### src/verilog/rmii_regs.vh
// constants for the octal rmii port interface
`ifndef RMII_REGS_VH
`define RMII_REGS_VH

// clock figures
`define CLK_PERIOD_NS 10
`define REF_CLOCK_MHZ 50
// management clock period and derived half period in clk cycles
`define MDC_PERIOD_NS 400
`define MDC_HALF_CYCLES (`MDC_PERIOD_NS / (2 * `CLK_PERIOD_NS))

// frame framing: bytes as they leave lsb first (wire order 10101010 / 10101011)
`define PREAMBLE_BYTE 8'h55
`define SFD_BYTE 8'hD5
`define PREAMBLE_LAST 3'h6
`define SFD_INDEX 3'h7
`define FCS_LAST_DIBIT 4'hF
// inter frame gap of 96 bit times, in dibits
`define IPG_DIBITS 48

// ethernet crc32, reflected form
`define CRC_INIT 32'hFFFF_FFFF
`define CRC_POLY 32'hEDB8_8320

`endif

### src/verilog/octal_rmii_port_interface.v
// eight-port rmii mac-side interface with management clock edges
`timescale 1ns/10ps
`default_nettype none
`include "rmii_regs.vh"

//Contract
//RL1: every port's transmit and receive timing follows one shared 50 MHz reference clock.
//RL2: transmit dibits change only on reference clock edges, one symbol per cycle.
//RL3: phy takes transmit dibits whenever transmit enable is high, ignores them otherwise.
//RL4: transmit enable is high exactly while valid frame dibits are presented.
//RL5: phy changes receive dibits only in step with the reference clock.
//RL6: each reference cycle with carrier-valid high captures two receive bits.
//RL7: carrier-valid may rise asynchronously, so it is synchronised before use.
//RL8: reset acts immediately, without waiting for a clock edge.
//RL9: device drives management clock and shifts management data on its rising edges.
//RL10: management data line is driven and sampled on management clock rising edges.
//RL11: each frame sends seven preamble bytes, start delimiter, data, four-byte checksum.
//RL12: ports a to h each own transmit pair, enable, receive pair, carrier-valid.
//RL13: core logic runs on its own clock; reference clock domain crosses safely.
module octal_rmii_port_interface (
   input wire clk,                     // core clock, 100 MHz
   input wire rst,                     // async reset, active high
   input wire rmii_ref_clock,          // shared 50 MHz reference from pin
   input wire [15:0] rxd,              // receive dibits, port a in [1:0]
   input wire [7:0] carrier_rx_valid_in, // carrier sense / rx valid per port
   input wire [63:0] tx_data,          // byte to send, port a in [7:0]
   input wire [7:0] tx_valid,          // byte offered per port
   input wire [7:0] tx_last,           // offered byte ends the frame
   output reg [7:0] tx_ready,          // one-cycle pulse: byte taken
   output reg [15:0] txd,              // transmit dibits to phys
   output reg [7:0] tx_enable_out,     // transmit enable per port
   output wire [63:0] rx_data,         // received byte per port
   output wire [7:0] rx_valid,         // received byte valid
   input wire [7:0] rx_ready,          // core accepts received byte
   output reg [7:0] rx_overflow,       // one-cycle pulse: byte lost
   output reg [7:0] rx_carrier,        // synchronised carrier-valid level
   output reg mdc,                     // management clock out
   output reg mdio_o,                  // management data drive value
   output reg mdio_oe_n,               // low while we drive management data
   input wire mdio_i,                  // management data pin level
   input wire mgmt_out_bit,            // next bit to shift out
   input wire mgmt_drive,              // we own the data line
   output reg mgmt_in_bit,             // bit sampled at last rising edge
   output reg mgmt_edge                // one-cycle pulse per rising edge
);
   localparam [3:0] ST_IDLE = 4'b0001;
   localparam [3:0] ST_PRE = 4'b0010;
   localparam [3:0] ST_DATA = 4'b0100;
   localparam [3:0] ST_FCS = 4'b1000;
   // counts worked out at integer width, then cut to the counter width on purpose
   localparam integer MDC_LAST_I = `MDC_HALF_CYCLES - 1;
   localparam integer IPG_LAST_I = `IPG_DIBITS - 1;
   localparam [5:0] MDC_LAST = MDC_LAST_I[5:0];
   localparam [5:0] IPG_LAST = IPG_LAST_I[5:0];

   reg ref_s1, ref_s2, ref_s3;
   reg [15:0] rxd_s1, rxd_s2;
   reg [7:0] crs_s1, crs_s2;
   reg mdio_s1, mdio_s2;
   reg [5:0] mdc_cnt;
   wire tx_tick;
   wire rx_tick;

   // one crc32 step over a dibit, low bit first as on the wire
   function [31:0] crc_dibit;
      input [31:0] c;
      input [1:0] d;
      integer i;
      reg [31:0] r;
      begin
         r = c;
         for (i = 0; i < 2; i = i + 1) begin
            if (r[0] ^ d[i])
               r = (r >> 1) ^ `CRC_POLY;
            else
               r = r >> 1;
         end
         crc_dibit = r;
      end
   endfunction

   // pin inputs pass two flops; third ref stage only feeds the edge detect
   always @(posedge clk or posedge rst) begin // [RL8]
      if (rst) begin
         ref_s1 <= 1'b0;
         ref_s2 <= 1'b0;
         ref_s3 <= 1'b0;
         rxd_s1 <= 16'h0000;
         rxd_s2 <= 16'h0000;
         crs_s1 <= 8'h00;
         crs_s2 <= 8'h00;
         mdio_s1 <= 1'b0;
         mdio_s2 <= 1'b0;
      end else begin
         ref_s1 <= rmii_ref_clock; // [RL13]
         ref_s2 <= ref_s1;
         ref_s3 <= ref_s2;
         rxd_s1 <= rxd;
         rxd_s2 <= rxd_s1;
         crs_s1 <= carrier_rx_valid_in; // [RL7]
         crs_s2 <= crs_s1;
         mdio_s1 <= mdio_i;
         mdio_s2 <= mdio_s1;
      end
   end

   // launch on the reference rising edge, sample mid-cycle on its falling
   // edge so receive data that just changed at the rising edge has settled
   assign tx_tick = ref_s2 & ~ref_s3; // [RL1]
   assign rx_tick = ~ref_s2 & ref_s3; // [RL5]

   // management clock divider; data moves only as mdc rises
   always @(posedge clk or posedge rst) begin
      if (rst) begin
         mdc_cnt <= 6'h00;
         mdc <= 1'b0;
         mdio_o <= 1'b0;
         mdio_oe_n <= 1'b1;
         mgmt_in_bit <= 1'b0;
         mgmt_edge <= 1'b0;
      end else begin
         mgmt_edge <= 1'b0;
         if (mdc_cnt == MDC_LAST) begin
            mdc_cnt <= 6'h00;
            mdc <= ~mdc; // [RL9]
            if (!mdc) begin
               mdio_o <= mgmt_out_bit; // [RL10]
               mdio_oe_n <= ~mgmt_drive;
               mgmt_in_bit <= mdio_s2; // [RL10]
               mgmt_edge <= 1'b1;
            end
         end else begin
            mdc_cnt <= mdc_cnt + 6'h01;
         end
      end
   end

   genvar p;
   generate
      for (p = 0; p < 8; p = p + 1) begin : port // [RL12]
         reg [3:0] st;
         reg [31:0] sh;
         reg [3:0] dib;
         reg [2:0] cnt;
         reg [31:0] crc;
         reg fin;
         reg [5:0] gap;
         reg [7:0] rsr;
         reg [1:0] rdc;
         reg [7:0] push_d;
         reg push_v;
         wire push_ready;
         wire [31:0] crc_nx;
         wire [31:0] crc_use;

         assign crc_nx = crc_dibit(crc, sh[1:0]);
         // checksum covers data dibits only
         assign crc_use = st[2] ? crc_nx : crc;

         // transmit framer, advanced once per reference cycle
         always @(posedge clk or posedge rst) begin
            if (rst) begin
               st <= ST_IDLE;
               sh <= 32'h0000_0000;
               dib <= 4'h0;
               cnt <= 3'h0;
               crc <= `CRC_INIT;
               fin <= 1'b0;
               gap <= 6'h00;
               tx_ready[p] <= 1'b0;
               txd[2*p +: 2] <= 2'h0;
               tx_enable_out[p] <= 1'b0;
            end else begin
               tx_ready[p] <= 1'b0;
               if (tx_tick) begin // [RL2]
                  case (st)
                     ST_IDLE: begin
                        txd[2*p +: 2] <= 2'h0;
                        tx_enable_out[p] <= 1'b0; // [RL4]
                        if (gap != 6'h00) begin
                           gap <= gap - 6'h01;
                        end else if (tx_valid[p]) begin
                           st <= ST_PRE; // [RL11]
                           sh <= {24'h00_0000, `PREAMBLE_BYTE};
                           dib <= 4'h0;
                           cnt <= 3'h0;
                           crc <= `CRC_INIT;
                           fin <= 1'b0;
                        end
                     end
                     ST_PRE, ST_DATA: begin
                        txd[2*p +: 2] <= sh[1:0];
                        tx_enable_out[p] <= 1'b1; // [RL4]
                        sh <= sh >> 2;
                        dib <= dib + 4'h1;
                        crc <= crc_use;
                        if (dib[1:0] == 2'h3) begin
                           if (st[1] && cnt < `PREAMBLE_LAST) begin
                              sh <= {24'h00_0000, `PREAMBLE_BYTE}; // [RL11]
                              cnt <= cnt + 3'h1;
                           end else if (st[1] && cnt == `PREAMBLE_LAST) begin
                              sh <= {24'h00_0000, `SFD_BYTE}; // [RL11]
                              cnt <= `SFD_INDEX;
                           end else if (tx_valid[p] && !fin) begin
                              st <= ST_DATA;
                              sh <= {24'h00_0000, tx_data[8*p +: 8]};
                              tx_ready[p] <= 1'b1;
                              fin <= tx_last[p];
                           end else begin
                              // last byte sent or the core ran dry: close the frame
                              st <= ST_FCS; // [RL11]
                              sh <= ~crc_use;
                              dib <= 4'h0;
                           end
                        end
                     end
                     ST_FCS: begin
                        txd[2*p +: 2] <= sh[1:0];
                        tx_enable_out[p] <= 1'b1;
                        sh <= sh >> 2;
                        dib <= dib + 4'h1;
                        if (dib == `FCS_LAST_DIBIT) begin
                           st <= ST_IDLE;
                           gap <= IPG_LAST;
                        end
                     end
                     default: begin
                        st <= ST_IDLE;
                     end
                  endcase
               end
            end
         end

         // receive assembly: dibits arrive low pair first
         always @(posedge clk or posedge rst) begin
            if (rst) begin
               rsr <= 8'h00;
               rdc <= 2'h0;
               push_d <= 8'h00;
               push_v <= 1'b0;
               rx_carrier[p] <= 1'b0;
               rx_overflow[p] <= 1'b0;
            end else begin
               // buffer takes push_v at once unless both entries are full
               push_v <= push_v & ~push_ready;
               rx_overflow[p] <= 1'b0;
               if (rx_tick) begin
                  rx_carrier[p] <= crs_s2[p];
                  if (crs_s2[p]) begin
                     rsr <= {rxd_s2[2*p +: 2], rsr[7:2]}; // [RL6]
                     rdc <= rdc + 2'h1;
                     if (rdc == 2'h3) begin
                        push_d <= {rxd_s2[2*p +: 2], rsr[7:2]};
                        push_v <= 1'b1;
                        // a word still pending is overwritten: flag the loss
                        rx_overflow[p] <= push_v & ~push_ready;
                     end
                  end else begin
                     rdc <= 2'h0;
                  end
               end
            end
         end

         rx_pair_buffer #(
            .W(8)
         ) rx_buf (
            .clk(clk),
            .rst(rst),
            .in_data(push_d),
            .in_valid(push_v),
            .in_ready(push_ready),
            .out_data(rx_data[8*p +: 8]),
            .out_valid(rx_valid[p]),
            .out_ready(rx_ready[p])
         );
      end
   endgenerate
endmodule
`default_nettype wire

### src/verilog/rx_pair_buffer.v
// two-entry valid/ready buffer with registered outputs
`timescale 1ns/10ps
`default_nettype none
module rx_pair_buffer #(
   parameter W = 8
) (
   input wire clk,              // core clock
   input wire rst,              // async reset, active high
   input wire [W-1:0] in_data,  // word offered
   input wire in_valid,         // word offered valid
   output wire in_ready,        // room for a word
   output reg [W-1:0] out_data, // head word
   output reg out_valid,        // head word valid
   input wire out_ready         // drain accepts head
);
   reg [W-1:0] spare;
   reg spare_valid;
   wire push;
   wire pop;

   // ready only depends on the spare slot, so a stall never drops a word
   assign in_ready = ~spare_valid;
   assign push = in_valid & in_ready;
   assign pop = out_valid & out_ready;

   // head/spare update; spare moves forward on a pop
   always @(posedge clk or posedge rst) begin
      if (rst) begin
         out_data <= {W{1'b0}};
         out_valid <= 1'b0;
         spare <= {W{1'b0}};
         spare_valid <= 1'b0;
      end else if (pop) begin
         if (spare_valid) begin
            out_data <= spare;
            out_valid <= 1'b1;
            spare <= in_data;
            spare_valid <= push;
         end else begin
            out_data <= in_data;
            out_valid <= push;
         end
      end else if (push) begin
         if (!out_valid) begin
            out_data <= in_data;
            out_valid <= 1'b1;
         end else begin
            spare <= in_data;
            spare_valid <= 1'b1;
         end
      end
   end
endmodule
`default_nettype wire

### config.mk
export PLATFORM = sky130hd
export DESIGN_NAME = octal_rmii_port_interface
export DESIGN_NICKNAME = d
export VERILOG_FILES = /design/src/verilog/octal_rmii_port_interface.v /design/src/verilog/rx_pair_buffer.v
export VERILOG_INCLUDE_DIRS = /design/src /design/src/verilog
export SDC_FILE = /design/constraint.sdc
export NUM_CORES = 2
export LEC_CHECK = 0
export BUFFER_PORTS_ARGS = -buffer_cell sky130_fd_sc_hd__buf_2
export CAP_MARGIN = 15
export CORE_UTILIZATION = 49
export CTS_BUF_LIST = sky130_fd_sc_hd__clkbuf_8
export CTS_CLUSTER_DIAMETER = 40
export DETAILED_ROUTE_END_ITERATION = 7
export GPL_ROUTABILITY_DRIVEN = 0
export GPL_TIMING_DRIVEN = 0
export HOLD_SLACK_MARGIN = 0.02
export PLACE_DENSITY = 0.78
export SETUP_SLACK_MARGIN = 0.02
export SYNTH_ARGS = -nofsm -noshare
export SYNTH_HDL_FRONTEND = slang
export SYNTH_SLANG_ARGS = --single-unit
### constraint.sdc
create_clock -name clk -period 32.2 [get_ports clk]
set_input_delay 1.61 -clock clk [delete_from_list [all_inputs] [get_ports clk]]
set_output_delay 1.61 -clock clk [all_outputs]
set_load 0.01 [all_outputs]
==> results.cfg <==
[power_and_ir_drop]
p_leak_nw = 25.7
power_mw = 5.11
power.density_nw_per_um2 = 88.6
vdd_ir_drop_max_mv = 0.0473

[placement]
hpwl_mm = 88.2
postPlaceCellArea_um2 = 53700
numPortBuffers = 242
dp.cells = 6459

[setup_path]
crit_path_start_kind = register
end_kind = register
worstPathArrival_ns = 4.68
critPathMaxFanout = 11
worstSetupPathType = reg2reg
worstPathRequired_ns = 32.96

[layout]
final_util = 0.566
fin_nets = 5443
regArea_um2 = 26600
drive_above_1_share = 0.210
area_delta_synth_final_pct = 14.3
final_cell_count_no_fill = 6801
multi_input_area_um2 = 22300
fillCellCount = 8652
fin_area_um2 = 57600

[synth]
yosys_warnings = 0
synth_flop_cell = dfrtp_1
ys_ff_latch = 1048
synthSimpleGateAreaFrac = 0.132
synth_area_um2 = 50400
async_flop_share = 1.00
synth_compound_area_frac = 0.170
synth_top_family_by_area = compound AO/OA/AOI/OAI gates
synth_fa_ha_area_frac = 0.0122
synthXorXnorAreaFrac = 0.0442
syn-mean-instance-area_um2 = 10.4
synth_enable_flop_cells = 0
synth.distinct_cells = 92
syn_nets = 5001
synthMuxAreaShare = 0.0835
ys_seq_area_frac = 0.527
synth_cells = 4834

[drt]
via_count = 39907
antenna_left = 0
viasPerCell = 5.87
drt-initial-drc-count = 3394
avgRoutedWirePerCell_um = 19.0
dr.pass1.iters = 6
wl_mm = 129
post-route-drc-count = 0

[clocking]
clock_path_buffers = 3
root_buffer = clkbuf_8
clkTransAtPathRegs_ns = 0.06
postCtsSetupRepairBufs = 0
hold_buffers = 0
cts-resized-gates = 0
numCtsBuffers = 182
htree_levels = 4
clock_latency_ns = 0.88
cts_tree = built
cts_num_sinks = 1048

[floorplanning]
core_region_area_um2 = 102000
rows = 117
die_y_um = 323
dieArea_um2 = 104000
start_util = 0.495
ios = 243
fp.dieW_um = 323

[timing]
worst_slew_pin_slew_ns = 1.31
final-max-slew-violation-count = 0
hold_viol_final = 0
min_period_ns = 3.91
setup_viol_count_final = 0
slew_headroom = 0.124
grt_setup_unrepaired = no
fin_worst_skew_ns = 0.0547
fmaxAchievable_ghz = 0.255
period_share = 0.122
tns_ns = 0

[global_route]
grtUsageTotal = 0.248
grt_max_degree = 134
grt_pass1_wl_mm = 209
first_global_vias = 39652
grt_antenna_before_repair = 9
grt-ovfl-total = 0

[hold_path]
min_path_type = reg2reg

[job]
drv_cap = 0

[outcome]
status = finished, final reports clean
## worst max-delay path: stages, from the launching register on
cell and delay (ns):
dfrtp_1 0.38, nand2b_1 0.50, clkbuf_1 0.58, buf_2 0.60
buf_1 0.34, clkbuf_1 1.00, o21ai_0 0.23, nand2_1 0.12
## synthesized netlist by cell type, types with 16 or more instances
cell,count,area (µm²)
a211o_1,21,184
a211oi_1,91,683
a21o_1,28,210
a21oi_1,373,1870
a221o_1,22,220
a221oi_1,109,955
a22o_1,36,315
a22oi_1,30,225
a31oi_1,72,450
and3_1,27,169
buf_1,32,120
buf_2,72,360
clkbuf_1,179,672
dfrtp_1,783,19600
dfstp_2,265,6960
ha_1,49,613
inv_1,87,327
mux2_2,204,2300
mux2i_1,191,1910
nand2_1,425,1600
nand2b_1,42,263
nand3_1,118,591
nor2_1,598,2240
nor2b_1,92,576
nor3_1,42,210
o21ai_0,234,1170
o22a_1,80,701
or3_1,16,100
xnor2_1,152,1330
xor2_1,20,175
## cell usage in the layout, fill, tap and decap left out, types with 14 or more instances in the layout
| cell type | count |
|---|---|
| xor2_1 | 20 |
| clkinv_2 | 20 |
| buf_1 | 32 |
| buf_2 | 315 |
| a221oi_1 | 109 |
| a21o_1 | 28 |
| and2_1 | 15 |
| a21oi_1 | 373 |
| a22o_1 | 36 |
| mux2i_1 | 191 |
| inv_1 | 149 |
| nor3_1 | 42 |
| nand2b_1 | 42 |
| o21ai_0 | 234 |
| nor2b_1 | 92 |
| nor2_1 | 598 |
| xnor3_1 | 14 |
| mux2_2 | 204 |
| a32oi_1 | 15 |
| dfstp_2 | 265 |
| o22a_1 | 80 |
| o211ai_1 | 15 |
| a2bb2oi_1 | 15 |
| nand2_1 | 425 |
| clkbuf_8 | 218 |
| a22oi_1 | 30 |
| or3_1 | 16 |
| and3_1 | 27 |
| a211oi_1 | 91 |
| clkbuf_1 | 180 |
| a211o_1 | 21 |
| nand3_1 | 118 |
| ha_1 | 49 |
| xnor2_1 | 152 |
| a221o_1 | 22 |
| dfrtp_1 | 783 |
| a31oi_1 | 72 |
## routing by layer
layer | track usage | vias up | share of wire
met3 | 0.0499 | 305 | 0.071
met5 | 0 | - | 0.00055
met1 | 0.332 | 19820 | 0.43
li1 | - | 18281 | -
met4 | 0.0953 | 10 | 0.030
met2 | 0.398 | 1491 | 0.47
## final timing paths
check                           slack [ns]       from  depth (start not counted)                      end
worst max-delay path                 28.29     ref_s3                          7         tx_enable_out[6]
worst min-delay path                  0.34  rxd_s1[6]                          0                rxd_s2[6]
worst max register to register       28.29     ref_s3                          7         tx_enable_out[6]
worst min register to register        0.34  rxd_s1[6]                          0                rxd_s2[6]
max in group asynchronous            29.55        rst                          4           port[1].sh[18]
min in group asynchronous             0.84        rst                          2  port[3].rx_buf.spare[5]
## where the power goes
group / internal, mW / leakage [nW] / switching, mW
registers: 1.77 / 12.7 / 0.293
clock network: 0.704 / 2.21 / 0.581
logic: 0.739 / 10.7 / 1.01
## sequential cells by signal, indices dropped and copies added, names as in the netlist, 16 cells and up
name                  cells
port.crc                256
port.rsr                 48
rxd_s1                   16
port.rdc                 16
port.rx_buf.out_data     64
port.st                  32
txd                      16
port.rx_buf.spare        64
port.gap                 48
port.push_d              64
port.cnt                 24
port.sh                 256
port.dib                 32
rxd_s2                   16
## area by class of cell
| type | instances | area share |
|---|---|---|
| repair buffers | 258 | 0.0272 |
| flip-flops and latches | 1048 | 0.461 |
| inverters | 88 | 0.00586 |
| clock inverters | 115 | 0.0155 |
| plain buffers | 296 | 0.0217 |
| multi-input cells | 3402 | 0.387 |
| well taps | 1368 | 0.0297 |
| diodes | 8 | 0.000347 |
| clock buffers | 218 | 0.0521 |
## per-stage QoR
| stage | setup WS [ns] | hold slack [ns] |
|---|---|---|
| 2_1_floorplan | 1.53 | 0.331 |
| 3_3_place_gp | -9.67 | 0.333 |
| 3_5_place_dp | 28.29 | 0.335 |
| 4_1_cts | 28.28 | 0.347 |
| 5_1_grt | 28.20 | 0.359 |
| 6_report | 28.29 | 0.343 |
## logic make-up after synthesis
logic type               count (synthesis)
XOR/XNOR                               205
buffers and inverters                  384
AO/OA/AOI/OAI                         1280
multiplexers                           395
flip-flops                            1048
AND/OR/NAND/NOR                       1473
adder cells (fa/ha/maj)                 49
(Power assumes the default switching activity.)
